File: src/hdl/drt_pkg.sv
/*
  Shared constants and types of the dual reload timer: I/O byte offsets,
  control-bit positions, reset values, prescale count and the request
  carrier that the top hands to each channel.
  Assumes an 8-bit processor I/O bus with single-cycle read and write strobes.
*/
// Operation
// - Counters decrement every 20 clocks, shared tick.
// - At zero, counter reloads from its reload register.
// - Reset presets counters/reloads, stops, pin to address.
// - Low-byte read latches high byte for next read.
// - Run bit enables counting; clear means direct access.
// - Reaching zero sets channel zero flag, bits 7/6.
// - Flag clears after control read then counter read.
// - Interrupt request while flag and enable both set.
// - Output select: address, toggle, low, high.
// - Toggle mode inverts pin on each channel-1 zero.
// - Never timed out: pin starts high when selected.
// - After timeouts: even count high, odd count low.
package drt_pkg;

  // ************************************************************
  // Register map (byte addresses on the I/O bus)
  // ************************************************************
  localparam logic [7:0] OFS_CNT_LO_CH0 = 8'h0c; // Counter low byte, channel 0
  localparam logic [7:0] OFS_CNT_HI_CH0 = 8'h0d; // Counter high byte, channel 0
  localparam logic [7:0] OFS_RLD_LO_CH0 = 8'h0e; // Reload low byte, channel 0
  localparam logic [7:0] OFS_RLD_HI_CH0 = 8'h0f; // Reload high byte, channel 0
  localparam logic [7:0] OFS_CTL = 8'h10; // Shared control/status
  localparam logic [7:0] OFS_CNT_LO_CH1 = 8'h14;
  localparam logic [7:0] OFS_CNT_HI_CH1 = 8'h15;
  localparam logic [7:0] OFS_RLD_LO_CH1 = 8'h16;
  localparam logic [7:0] OFS_RLD_HI_CH1 = 8'h17;
  localparam logic [7:0] UNMAPPED_RD = 8'h00; // Answer for unmapped reads

  // ************************************************************
  // Control/status field positions
  // ************************************************************
  localparam int BIT_FLAG0 = 6; // Zero flag ch0, ch1 sits one above
  localparam int BIT_IEN0 = 4; // Irq enable ch0, ch1 one above
  localparam int BIT_WSEL_LO = 2; // Output select, two bits
  localparam int BIT_RUN0 = 0; // Count run ch0, ch1 one above

  // ************************************************************
  // Reset values and timing
  // ************************************************************
  localparam logic [15:0] CNT_RST = 16'hffff; // Counter after reset
  localparam logic [15:0] RLD_RST = 16'hffff; // Reload after reset
  localparam logic [5:0] CTL_RST = 6'h00; // Writable control bits after reset
  localparam int PRESC_DIV = 20; // System clocks per count tick
  localparam logic [4:0] PRESC_LAST = 5'(PRESC_DIV - 1);

  // Output select encodings
  typedef enum logic [1:0] {
    WAVE_ADDR = 2'h0,
    WAVE_TOGGLE = 2'h1,
    WAVE_LOW = 2'h2,
    WAVE_HIGH = 2'h3
  } drt_wave_t;

  // Per-channel bus request carrier
  typedef struct packed {
    logic wr_cnt_lo; // Counter low byte write
    logic wr_cnt_hi; // Counter high byte write
    logic wr_rld_lo; // Reload low byte write
    logic wr_rld_hi; // Reload high byte write
    logic rd_cnt_lo; // Counter low byte read
    logic [7:0] wdata; // Write data
  } drt_chreq_t;

endpackage

File: src/hdl/drt_timer.sv
/*
  Top of the dual reload timer: I/O register decode, free-running divide
  by twenty prescaler, shared control/status register, zero flags with
  their read-sequence clear, interrupt requests and the waveform output
  that shares a pin with an address line.
  Assumes a processor I/O bus with one-cycle read/write strobes that are
  synchronous to MCLK_I; read data is presented the cycle after the strobe.
*/
`timescale 1ns/1ns
module drt_timer (
  input wire logic MCLK_I,
  input wire logic RSTN_I,
  input wire logic CE_I,
  input wire logic [7:0] IO_ADDR_I,
  input wire logic [7:0] IO_WDATA_I,
  input wire logic IO_WR_I,
  input wire logic IO_RD_I,
  input wire logic SHARED_ADDR_I,
  output logic [7:0] IO_RDATA_O,
  output logic IRQ_CH0_O,
  output logic IRQ_CH1_O,
  output logic SHARED_PIN_O
);

  // ************************************************************
  // State
  // ************************************************************
  logic [4:0] presc_q; // Prescaler phase, 0..19
  logic [5:0] ctl_q; // Irq enables, output select, run bits
  logic [5:0] ctl_d;
  logic [1:0] flag_q; // Zero flags, index = channel
  logic [1:0] flag_d;
  logic [1:0] arm_q; // Control read seen, clear pending
  logic [1:0] arm_d;
  logic [1:0] irq_q; // Registered interrupt requests
  logic par_q; // Channel-1 timeout parity
  logic par_d;
  logic wave_q; // Waveform level
  logic wave_d;
  logic pin_q; // Shared pin driver
  logic [7:0] rdata_q; // Read data latch

  // ************************************************************
  // Prescaler
  // ************************************************************
  // Ignores the bus entirely so timing never drifts with access
  wire tick = CE_I && (presc_q == drt_pkg::PRESC_LAST);

  always_ff @(posedge MCLK_I or negedge RSTN_I) begin
    if (!RSTN_I) begin
      presc_q <= 5'h00;
    end else if (CE_I) begin
      presc_q <= tick ? 5'h00 : presc_q + 5'h01;
    end
  end

  // ************************************************************
  // Decode
  // ************************************************************
  wire wr = CE_I & IO_WR_I;
  wire rd = CE_I & IO_RD_I;
  wire ctl_wr = wr && (IO_ADDR_I == drt_pkg::OFS_CTL);
  wire ctl_rd = rd && (IO_ADDR_I == drt_pkg::OFS_CTL);
  wire [1:0] run = ctl_q[drt_pkg::BIT_RUN0 +: 2];
  wire [1:0] ien = ctl_q[drt_pkg::BIT_IEN0 +: 2];
  wire [1:0] wsel = ctl_q[drt_pkg::BIT_WSEL_LO +: 2];
  wire [7:0] ctl_val = {flag_q[1], flag_q[0], ctl_q}; // Flags on top

  logic [1:0] zero; // Zero pulse per channel
  logic [1:0] cnt_rd; // Either counter byte read per channel
  logic [1:0] ch_hit; // Address falls in channel window
  logic [7:0] ch_rd [2]; // Read value per channel

  // ************************************************************
  // Channels
  // ************************************************************
  for (genvar i = 0; i < 2; i++) begin : g_ch
    localparam logic [7:0] CL = (i == 0) ? drt_pkg::OFS_CNT_LO_CH0 : drt_pkg::OFS_CNT_LO_CH1;
    localparam logic [7:0] CH = (i == 0) ? drt_pkg::OFS_CNT_HI_CH0 : drt_pkg::OFS_CNT_HI_CH1;
    localparam logic [7:0] RL = (i == 0) ? drt_pkg::OFS_RLD_LO_CH0 : drt_pkg::OFS_RLD_LO_CH1;
    localparam logic [7:0] RH = (i == 0) ? drt_pkg::OFS_RLD_HI_CH0 : drt_pkg::OFS_RLD_HI_CH1;
    wire a_cl = (IO_ADDR_I == CL);
    wire a_ch = (IO_ADDR_I == CH);
    wire a_rl = (IO_ADDR_I == RL);
    wire a_rh = (IO_ADDR_I == RH);
    drt_pkg::drt_chreq_t req;
    logic [15:0] cnt;
    logic [15:0] rld;
    logic [7:0] hi_rd;

    assign req.wr_cnt_lo = wr & a_cl;
    assign req.wr_cnt_hi = wr & a_ch;
    assign req.wr_rld_lo = wr & a_rl;
    assign req.wr_rld_hi = wr & a_rh;
    assign req.rd_cnt_lo = rd & a_cl;
    assign req.wdata = IO_WDATA_I;
    assign cnt_rd[i] = rd & (a_cl | a_ch);
    assign ch_hit[i] = a_cl | a_ch | a_rl | a_rh;
    assign ch_rd[i] = a_cl ? cnt[7:0] : a_ch ? hi_rd : a_rl ? rld[7:0] : a_rh ? rld[15:8] : 8'h00;

    drt_channel u_ch (
      .clk_i(MCLK_I),
      .rst_n_i(RSTN_I),
      .ce_i(CE_I),
      .tick_i(tick),
      .run_i(run[i]),
      .req_i(req),
      .count_o(cnt),
      .reload_o(rld),
      .hi_rd_o(hi_rd),
      .zero_o(zero[i])
    );

    // Flag sets win over a clear in the same cycle
    // Clear needs control read first, then this channel's counter read
    assign flag_d[i] = zero[i] | (flag_q[i] & ~(arm_q[i] & cnt_rd[i]));
    assign arm_d[i] = ctl_rd | (arm_q[i] & ~cnt_rd[i]);

    a_flag_set: assert property (@(posedge MCLK_I) disable iff (!RSTN_I)
      zero[i] |=> flag_q[i])
      else $error("Zero flag not set at timeout");

    a_flag_keep: assert property (@(posedge MCLK_I) disable iff (!RSTN_I)
      (flag_q[i] && !arm_q[i]) |=> flag_q[i])
      else $error("Zero flag cleared without control read");

    a_irq_level: assert property (@(posedge MCLK_I) disable iff (!RSTN_I)
      CE_I |=> (irq_q[i] == ($past(flag_q[i]) && $past(ien[i]))))
      else $error("Interrupt request does not follow flag and enable");
  end

  // ************************************************************
  // Control, flags and interrupts
  // ************************************************************
  // Software owns the low six bits; flags are read-only
  assign ctl_d = ctl_wr ? IO_WDATA_I[5:0] : ctl_q;

  always_ff @(posedge MCLK_I or negedge RSTN_I) begin
    if (!RSTN_I) begin
      ctl_q <= drt_pkg::CTL_RST; // Stops counting, irqs off, address pin
      flag_q <= 2'h0;
      arm_q <= 2'h0;
      irq_q <= 2'h0;
    end else if (CE_I) begin
      ctl_q <= ctl_d;
      flag_q <= flag_d;
      arm_q <= arm_d;
      irq_q <= flag_q & ien; // Request held while both set
    end
  end

  // ************************************************************
  // Waveform output
  // ************************************************************
  // Parity tracks every channel-1 timeout even while the pin is an address,
  // so a later select starts high after even counts and low after odd ones
  assign par_d = par_q ^ zero[1];

  always_comb begin
    wave_d = wave_q;
    if (wsel == drt_pkg::WAVE_ADDR) begin
      wave_d = ~par_d; // Preloads start level for the next select
    end else if (zero[1]) begin
      case (wsel)
        drt_pkg::WAVE_TOGGLE: wave_d = ~wave_q; // Square wave, no software
        drt_pkg::WAVE_LOW: wave_d = 1'b0;
        drt_pkg::WAVE_HIGH: wave_d = 1'b1;
        default: wave_d = wave_q;
      endcase
    end
  end

  // Pin follows the address line unless a wave function is selected;
  // registering the address costs one cycle but keeps the output a flop
  always_ff @(posedge MCLK_I or negedge RSTN_I) begin
    if (!RSTN_I) begin
      par_q <= 1'b0;
      wave_q <= 1'b1;
      pin_q <= 1'b0; // Address function after reset
    end else if (CE_I) begin
      par_q <= par_d;
      wave_q <= wave_d;
      pin_q <= (wsel == drt_pkg::WAVE_ADDR) ? SHARED_ADDR_I : wave_d;
    end
  end

  // ************************************************************
  // Read data
  // ************************************************************
  wire [7:0] rd_val = ctl_rd ? ctl_val : ch_hit[0] ? ch_rd[0] : ch_hit[1] ? ch_rd[1] :
    drt_pkg::UNMAPPED_RD;

  // Latched on the read strobe, stands until the next read
  always_ff @(posedge MCLK_I or negedge RSTN_I) begin
    if (!RSTN_I) begin
      rdata_q <= 8'h00;
    end else if (rd) begin
      rdata_q <= rd_val;
    end
  end

  assign IO_RDATA_O = rdata_q;
  assign IRQ_CH0_O = irq_q[0];
  assign IRQ_CH1_O = irq_q[1];
  assign SHARED_PIN_O = pin_q;

  // ************************************************************
  // Checks
  // ************************************************************
  a_presc_wrap: assert property (@(posedge MCLK_I) disable iff (!RSTN_I)
    tick |=> (presc_q == 5'h00))
    else $error("Prescaler did not wrap after tick");

  a_pin_addr: assert property (@(posedge MCLK_I) disable iff (!RSTN_I)
    (CE_I && wsel == drt_pkg::WAVE_ADDR) |=> (SHARED_PIN_O == $past(SHARED_ADDR_I)))
    else $error("Pin not following address line");

  a_wave_toggle: assert property (@(posedge MCLK_I) disable iff (!RSTN_I)
    (wsel == drt_pkg::WAVE_TOGGLE && zero[1]) |=> (wave_q != $past(wave_q)))
    else $error("Toggle mode did not invert");

  a_wave_start: assert property (@(posedge MCLK_I) disable iff (!RSTN_I)
    (CE_I && wsel == drt_pkg::WAVE_ADDR) |=> (wave_q == ~par_q))
    else $error("Start level does not match timeout parity");

endmodule

File: src/hdl/drt_channel.sv
/*
  One reload timer channel: 16-bit down counter, reload register and the
  high-byte holding latch for coherent byte-pair reads.
  Assumes the top supplies a single-cycle count tick and decoded strobes.
*/
`timescale 1ns/1ns
module drt_channel (
  input wire logic clk_i,
  input wire logic rst_n_i,
  input wire logic ce_i,
  input wire logic tick_i,
  input wire logic run_i,
  input wire drt_pkg::drt_chreq_t req_i,
  output logic [15:0] count_o,
  output logic [15:0] reload_o,
  output logic [7:0] hi_rd_o,
  output logic zero_o
);

  logic [15:0] count_q; // Down counter
  logic [15:0] count_d;
  logic [15:0] reload_q; // Reload value
  logic [15:0] reload_d;
  logic [7:0] hold_q; // High byte captured on low-byte read

  // ************************************************************
  // Decrement and reload
  // ************************************************************
  wire dec = tick_i & run_i; // Counting only while run bit set
  wire [15:0] dec_val = count_q - 16'h0001;
  wire hit = dec & (dec_val == 16'h0000); // Reaching zero on this tick

  // Next count: direct writes first, then reload on zero, else decrement
  always_comb begin
    count_d = count_q;
    if (req_i.wr_cnt_lo) begin
      count_d = {count_q[15:8], req_i.wdata};
    end else if (req_i.wr_cnt_hi) begin
      count_d = {req_i.wdata, count_q[7:0]};
    end else if (hit) begin
      count_d = reload_q; // Reload on the same tick as the flag
    end else if (dec) begin
      count_d = dec_val; // One step per shared tick
    end
  end

  // Reload bytes written independently; software keeps them coherent
  always_comb begin
    reload_d = reload_q;
    if (req_i.wr_rld_lo) begin
      reload_d[7:0] = req_i.wdata;
    end
    if (req_i.wr_rld_hi) begin
      reload_d[15:8] = req_i.wdata;
    end
  end

  // Counter and reload flops, frozen while clock enable is low
  always_ff @(posedge clk_i or negedge rst_n_i) begin
    if (!rst_n_i) begin
      count_q <= drt_pkg::CNT_RST;
      reload_q <= drt_pkg::RLD_RST;
    end else if (ce_i) begin
      count_q <= count_d;
      reload_q <= reload_d;
    end
  end

  // Holding latch: low-byte read captures the high byte
  always_ff @(posedge clk_i or negedge rst_n_i) begin
    if (!rst_n_i) begin
      hold_q <= 8'hff;
    end else if (ce_i && req_i.rd_cnt_lo) begin
      hold_q <= count_q[15:8];
    end
  end

  // Running: held byte; stopped: live byte so any order works
  assign hi_rd_o = run_i ? hold_q : count_q[15:8];
  assign count_o = count_q;
  assign reload_o = reload_q;
  assign zero_o = ce_i & hit;

  // ************************************************************
  // Checks
  // ************************************************************
  wire no_wr = !(req_i.wr_cnt_lo || req_i.wr_cnt_hi);

  a_reload_on_zero: assert property (@(posedge clk_i) disable iff (!rst_n_i)
    (ce_i && hit && no_wr) |=> (count_q == $past(reload_q)))
    else $error("Counter did not reload at zero");

  a_hold_capture: assert property (@(posedge clk_i) disable iff (!rst_n_i)
    (ce_i && req_i.rd_cnt_lo && run_i) ##1 (run_i && !(ce_i && req_i.rd_cnt_lo))
      |-> (hi_rd_o == $past(count_q[15:8])))
    else $error("High byte read not from holding latch");

  a_stopped_still: assert property (@(posedge clk_i) disable iff (!rst_n_i)
    (!run_i && no_wr) |=> (count_q == $past(count_q)))
    else $error("Stopped counter changed");

  a_step_once: assert property (@(posedge clk_i) disable iff (!rst_n_i)
    (ce_i && dec && !hit && no_wr) |=> (count_q == $past(count_q) - 16'h0001))
    else $error("Counter did not step by one");

endmodule

File: config.mk
export PLATFORM = sky130hd
export DESIGN_NAME = drt_timer
export DESIGN_NICKNAME = d
export VERILOG_FILES = /design/src/hdl/drt_pkg.sv /design/src/hdl/drt_timer.sv /design/src/hdl/drt_channel.sv
export SDC_FILE = /design/constraint.sdc
export NUM_CORES = 1
export LEC_CHECK = 0
export BUFFER_PORTS_ARGS = -buffer_cell sky130_fd_sc_hd__buf_2
export CORE_ASPECT_RATIO = 0.9
export CORE_MARGIN = 2
export CORE_UTILIZATION = 45
export CTS_BUF_LIST = sky130_fd_sc_hd__clkbuf_8
export DETAILED_ROUTE_END_ITERATION = 10
export SLEW_MARGIN = 20
export SYNTH_ARGS = -nofsm -noshare
export SYNTH_HDL_FRONTEND = slang
export SYNTH_SLANG_ARGS = --single-unit
File: constraint.sdc
create_clock -name MCLK_I -period 3.6 [get_ports MCLK_I]
set_input_delay 0.18 -clock MCLK_I [delete_from_list [all_inputs] [get_ports MCLK_I]]
set_output_delay 0.18 -clock MCLK_I [all_outputs]
set_load 0.03 [all_outputs]
# --- Yosys cells after proc, flatten, opt, wreduce, memory -nomap -nowiden ---
# Index checks and enable logic that the tools add are counted.
word_totals:
  register_bits: 108
  output_inout_bits: 11
  in_bits: 22
  wordCells: 130
op_classes:
  mux: 26
  n_addsub: 3
  eq_ne: 15
  reduce_logical: 21
  bitwise: 46
op_table:
  columns: ["cell", "count"]
  rows:
  - ["$mux W8", 15]
  - ["$mux W16", 6]
  - ["$eq A8 B5 Y1 const B", 5]
  - ["$eq A8 B4 Y1 const B", 4]
  - ["$logic_not A16 Y1", 2]
  - ["$sub A16 B1 Y16 const B", 2]
  - ["$and A1 B1 Y1", 26]
  - ["$reduce_and A3 Y1", 4]
  - ["$reduce_bool A3 Y1", 4]
  - ["$or A1 B1 Y1", 10]
  - ["$reduce_and A2 Y1", 5]
  - ["$not A1 Y1", 8]
  - ["$add A5 B1 Y5 const B", 1]
  - ["$eq A5 B5 Y1 const B", 1]
  - ["$logic_and A1 B1 Y1", 5]
  - ["$mux W5", 1]
  - ["$eq A2 B2 Y1 const B", 2]
  - ["$ne A2 B1 Y1 const B", 2]
  - ["$mux W1", 3]
  - ["$pmux W1 S3", 1]
  - ["$and A2 B2 Y2", 1]
  - ["$eq A2 B1 Y1 const B", 1]
  - ["$logic_not A2 Y1", 1]
  - ["$xor A1 B1 Y1", 1]

# --- Longest topological paths before layout ---
logic_depth:
  word_depth: 9
  depth_mapped: 10
  mapped_depth_nobuf: 8

# --- Cells and area by module ---
# Synthesis repeated with hierarchy kept, for this count alone.
hier_totals:
  cells_unflattened: 686
  hier_area_um2: 6900.4
modules_own_cells:
  columns: ["module", "area_per_inst_um2", "seq_area_each_um2", "n_inst", "cells_each"]
  rows:
  - ["drt_channel", 2449.8, 1051.0, 2, 249]
  - ["drt_timer", 2000.7, 701.9, 1, 188]

# --- Least setup slack after synthesis ---
# Ideal clock, no wire load.
synth_path:
  path_kind: "reg2reg"
  startpoint: "register g_ch[1].u_ch.count_q[0]"
  endpoint: "register pin_q (netlist: SHARED_PIN_O)"
  setup_slack_ps: 978
  path_buffers: 2
  required_ps: 3480
  arrival_ps: 2503
  setup_ps: 120
  path_stages_with_launch: 11
  period_less_slack_ps: 2622
  cell_sequence: "dfstp_2 -> buf_2 -> inv_1 -> ha_1 -> or3b_1 -> xnor2_1 -> nor4_1 -> and3_1 -> buf_2 -> o31ai_1 -> a31o_1"
synth_between:
  elab_chain_cells: 8
  word_cells_on_any_way: 9
  cone_classes: "add/sub: 1; mux: 3; bitwise: 4; reduce/logical: 1"
synth_rtl:
  columns: ["element", "line_no", "text"]
  rows:
  - ["start: declaration", "drt_channel.sv:20", "logic [15:0] count_q;"]
  - ["start signal: assignment", "drt_channel.sv:61", "count_q <= drt_pkg::CNT_RST;"]
  - ["start signal: assignment", "drt_channel.sv:64", "count_q <= count_d;"]
  - ["$sub A16 B1 Y16 (*)", "drt_channel.sv:30", "wire [15:0] dec_val = count_q - 16'h0001;"]
  - ["$logic_not A16 Y1 (*)", "drt_channel.sv:31", "wire hit = dec & (dec_val == 16'h0000);"]
  - ["$and A1 B1 Y1 (*)", "drt_channel.sv:31", null]
  - ["$and A1 B1 Y1 (*)", "drt_channel.sv:82", "assign zero_o = ce_i & hit;"]
  - ["$xor A1 B1 Y1", "drt_timer.sv:157", "assign par_d = par_q ^ zero[1];"]
  - ["$not A1 Y1", "drt_timer.sv:162", "wave_d = ~par_d;"]
  - ["$mux W1 (*)", "drt_timer.sv:161", "if (wsel == drt_pkg::WAVE_ADDR) begin"]
  - ["$mux W1 (*)", "drt_timer.sv:183", "pin_q <= (wsel == drt_pkg::WAVE_ADDR) ? SHARED_ADDR_I : wave_d;"]
  - ["end signal: assignment", "drt_timer.sv:183", null]
  - ["end: declaration", "drt_timer.sv:40", "logic pin_q;"]
# Mark *: on every way between the ends. The rest lies on a longest branch, timed or not.
# A chain may end at the register's enable or synchronous reset.

# --- Worst setup path after layout ---
layout_path:
  startpoint: "register g_ch[1].u_ch.count_q[0]"
  endpoint: "register g_ch[1].u_ch.count_q[14]"
layout_between:
  elab_chain_cells: 5
  word_cells_on_any_way: 8
  cone_classes: "add/sub: 1; mux: 3; bitwise: 1; reduce/logical: 3"
layout_rtl:
  columns: ["element", "line_no"]
  rows:
  - ["$sub A16 B1 Y16 (*)", "drt_channel.sv:30"]
  - ["$logic_not A16 Y1", "drt_channel.sv:31"]
  - ["$and A1 B1 Y1", "drt_channel.sv:31"]
  - ["$reduce_bool A3 Y1 (no source line) / $mux W16 (equally long branches)", null]
  - ["$reduce_and A3 Y1 (no source line) / $mux W16 (equally long branches)", null]
# Mark *: on every way between the ends. The rest lies on a longest branch, timed or not. The select of a mux whose other input is x is not followed.

==> impl_metrics.json <==
{
  "final_antenna_violating_net_count": 0,
  "place_congestion": 0.971,
  "slowest_stage_delay_on_critical_path_ps": 510,
  "number_of_non_filler_instances_in_the_completed_layout": 882,
  "min_path_type": "primary input to flip-flop",
  "h_tree_depth_reported_by_cts": 3,
  "fin_crit_sh": 0.889,
  "met2_wirelength_um": 8420,
  "setup.worst_path.class": "flip-flop to flip-flop",
  "r2r_setup_slack_ps": 400,
  "crit_buf_inv": 2,
  "outcome": "finished clean",
  "timing_hold_violations_final": 0,
  "die_area_um2": 16200,
  "tritoncts.num_buffers": 9,
  "synth.cells.most_frequent": "sky130_fd_sc_hd__dfstp_2, sky130_fd_sc_hd__nand2_1, sky130_fd_sc_hd__mux2_1",
  "netlist_top_cells_area": "sky130_fd_sc_hd__dfstp_2, sky130_fd_sc_hd__dfrtp_1, sky130_fd_sc_hd__mux2_1",
  "synth-edff-count": 0,
  "cp-startpoint": "g_ch[1].u_ch.count_o[0]",
  "number_of_maximum_capacitance_violations": 0,
  "timing.final.max_slew_violations": 0,
  "reg2regPathDepth": 9,
  "main_flop_type_after_synthesis": "sky130_fd_sc_hd__dfstp_2",
  "place.detailed.hpwl_um": 13800,
  "placedCellCount": 864,
  "layout.core_utilization": 0.489,
  "timing.critical_path.from_type": "flip-flop",
  "die-height_um": 121,
  "final.setup.tns_ps": 0,
  "grt_pass1_vias": 5264,
  "starting_density": 0.463,
  "crit_family": "simple AND/OR/NAND/NOR gates",
  "first_pass_iters": 5,
  "layout-area-overhead-vs-synth_pct": 5.69,
  "syn_inst": 686,
  "drt_wl_total_um": 19600,
  "min_period_ps": 3200,
  "wl_met3_um": 1800,
  "io_pins": 33,
  "grt_start_max_net_pins": 68,
  "clk_root_buffer_cell": "sky130_fd_sc_hd__clkbuf_8",
  "data_arrival_time_of_the_worst_path_ps": 3510,
  "crit_path_cell_trace": "inv_1 -> ha_1 -> or3b_1 -> xnor2_1 -> nor4_1 -> and3_1 -> buf_4 -> a211oi_1 -> o31ai_1",
  "worstPathMaxFanout": 16,
  "antenna_found_initial": 1,
  "clock-sinks": 108,
  "count_leader_synth": "sky130_fd_sc_hd__dfstp_2",
  "route.detailed.drc": 0,
  "fin_nets": 705,
  "maxUsedRoutingLayer": "met4",
  "synth_top_area_share": 0.310,
  "peakVddDrop_uv": 220,
  "setup_viol_count_final": 0,
  "ctsLongestPathBuffers": 2,
  "worst_slew_pin_slew_ps": 983,
  "min_delay_worst_endpoint": "g_ch[1].u_ch.count_o[7]",
  "synth-seq-area-share": 0.409,
  "wire_per_inst_um": 22.3,
  "port_buffer_count": 32,
  "synth_cell_types": 75,
  "detailroute.via_count": 5624,
  "leakage_nw": 2.89,
  "endpoint_kind": "flip-flop",
  "worst_r2r_startpoint": "g_ch[1].u_ch.count_o[0]",
  "finClkSkew_ps": 16.4,
  "slowest_stage": "sky130_fd_sc_hd__nor4_1",
  "global_route_wire_length_before_repair_um": 30700,
  "worst_r2r_endpoint": "g_ch[1].u_ch.count_o[14]",
  "die_w_um": 134,
  "hold_path_startpoint": "IO_WDATA_I[7]",
  "cell_depth_of_the_worst_hold_path": 3,
  "postSynthRegisterBits": 108,
  "achievable-frequency_mhz": 312,
  "clkSlewWorstSetupHoldPaths_ps": 110,
  "drive_above_1_share": 0.272,
  "m1WireLength_um": 9070,
  "synthDominantAreaCellType": "sky130_fd_sc_hd__dfstp_2",
  "worstPathRequired_ps": 3910,
  "cts_tree": "yes",
  "core_area_um2": 14800,
  "synthesis.nets": 713,
  "maxSlewHeadroom": 0.342,
  "grt_setup_unrepaired": "false",
  "worst_skew_pair.late_latency_ps": 400,
  "gr-usage-all-layers": 0.251,
  "avgSynthCellArea_um2": 9.99,
  "ys.warnings.count": 0,
  "pwr_density_cell_nw_per_um2": 387,
  "via_density_per_instance": 6.38,
  "grt_overflow_total": 0,
  "site_rows": 42,
  "drt_iter0_markers": 547,
  "postSynth.asyncResetShare": 1.00,
  "synthesis.area_um2": 6860
}
-- stage by stage --
stage                     cell area, um2  hold slack [ps]  power, mW  setup WS (ps)
after floorplan                     6860             -116       1.89            978
after global placement              7050              344       2.06            604
after detailed placement            7050              341       2.08            513
after CTS                           7240              101       2.81            471
after global routing                7240              103       2.95            253
final                               7250              114       2.80            400
-- cell usage in the layout (no fill, tap or decap), types with 6 or more instances in the layout --
cell type / Yosys / final
sky130_fd_sc_hd__o31ai_1: 11 / 11
sky130_fd_sc_hd__nor3b_1: 8 / 8
sky130_fd_sc_hd__nor2_1: 39 / 39
sky130_fd_sc_hd__a21oi_1: 26 / 25
sky130_fd_sc_hd__o221ai_1: 7 / 7
sky130_fd_sc_hd__xor2_1: 9 / 9
sky130_fd_sc_hd__clkbuf_8: 0 / 10
sky130_fd_sc_hd__nor3_1: 25 / 25
sky130_fd_sc_hd__a211oi_1: 12 / 12
sky130_fd_sc_hd__or3_1: 13 / 13
sky130_fd_sc_hd__a22oi_1: 8 / 8
sky130_fd_sc_hd__mux2_2: 17 / 17
sky130_fd_sc_hd__nor2b_1: 6 / 6
sky130_fd_sc_hd__nor4_1: 10 / 10
sky130_fd_sc_hd__mux4_2: 14 / 14
sky130_fd_sc_hd__nand2_1: 66 / 66
sky130_fd_sc_hd__a21o_1: 7 / 7
sky130_fd_sc_hd__nand3_1: 20 / 20
sky130_fd_sc_hd__o21ai_0: 23 / 23
sky130_fd_sc_hd__buf_2: 16 / 31
sky130_fd_sc_hd__inv_1: 15 / 15
sky130_fd_sc_hd__o21ai_1: 10 / 10
sky130_fd_sc_hd__dfrtp_1: 27 / 27
sky130_fd_sc_hd__mux2i_1: 8 / 8
sky130_fd_sc_hd__nand4_1: 16 / 16
sky130_fd_sc_hd__dfstp_2: 81 / 81
sky130_fd_sc_hd__mux2_1: 50 / 50
sky130_fd_sc_hd__xnor2_1: 10 / 10
sky130_fd_sc_hd__buf_4: 0 / 8
sky130_fd_sc_hd__a31oi_1: 9 / 9
-- tightest hold or removal path, cell delays in order --
cell                       delay [ps]
sky130_fd_sc_hd__buf_2            170
sky130_fd_sc_hd__nand2_1           70
sky130_fd_sc_hd__o221ai_1          90
-- area by class of cell --
cell class,instances,area [um2]
Clock inverter,6,45.0
Clock buffer,10,138
Inverter,15,56.3
Fill cell,1404,7570
Antenna cell,1,2.50
Tap cell,198,248
Multi-Input combinational cell,504,3730
Sequential cell,108,2800
Timing Repair Buffer,40,225
-- timing repair --
item,4_1_cts,5_1_grt
setup buffers,0,0
endpoints found under the hold margin,27,0
hold buffers,1,0
gates resized for setup,0,0
setup endpoints to repair,0,0
-- metal layers --
metal  global-route usage  up-vias
li1                     -     2534
met1                0.379     2793
met2                0.355      273
met3               0.0643       24
met4               0.0664        0
met5                    0        -
-- flip-flops by register name (all words and copies together) (netlist names), 5 cells and up --
signal / cells
g_ch.u_ch.hold_q: 16
IO_RDATA_O: 8
g_ch.u_ch.count_o: 32
g_ch.u_ch.reload_o: 32
ctl_q: 6
presc_q: 5
-- logic make-up (layout without fill, tap and decap cells) --
family,count (synthesis),count (layout),share of synthesized area
fa+ha+maj,5,5,0.00913
flops,108,108,0.409
xor+xnor,19,19,0.0243
compound gates,149,149,0.151
other cells,0,1,0
simple gates,242,242,0.191
mux,89,89,0.168
buf+inv,74,71,0.0478
-- worst max-delay path by stage --
stage	endpoint	slack, ps	cells past startpoint
after floorplan	SHARED_PIN_O	980	10
after global placement	g_ch[0].u_ch.count_o[5]	600	8
after detailed placement	g_ch[1].u_ch.count_o[14]	510	9
after CTS	g_ch[1].u_ch.count_o[14]	470	9
after global routing	g_ch[1].u_ch.count_o[15]	250	9
final	g_ch[1].u_ch.count_o[14]	400	9
-- power by group --
group	internal, mW	total [mW]	switching [mW]
Combinational	0.276	0.644	0.368
Clock	0.278	0.728	0.450
Sequential	1.32	1.43	0.114
Power figures use the tool's default switching activity.
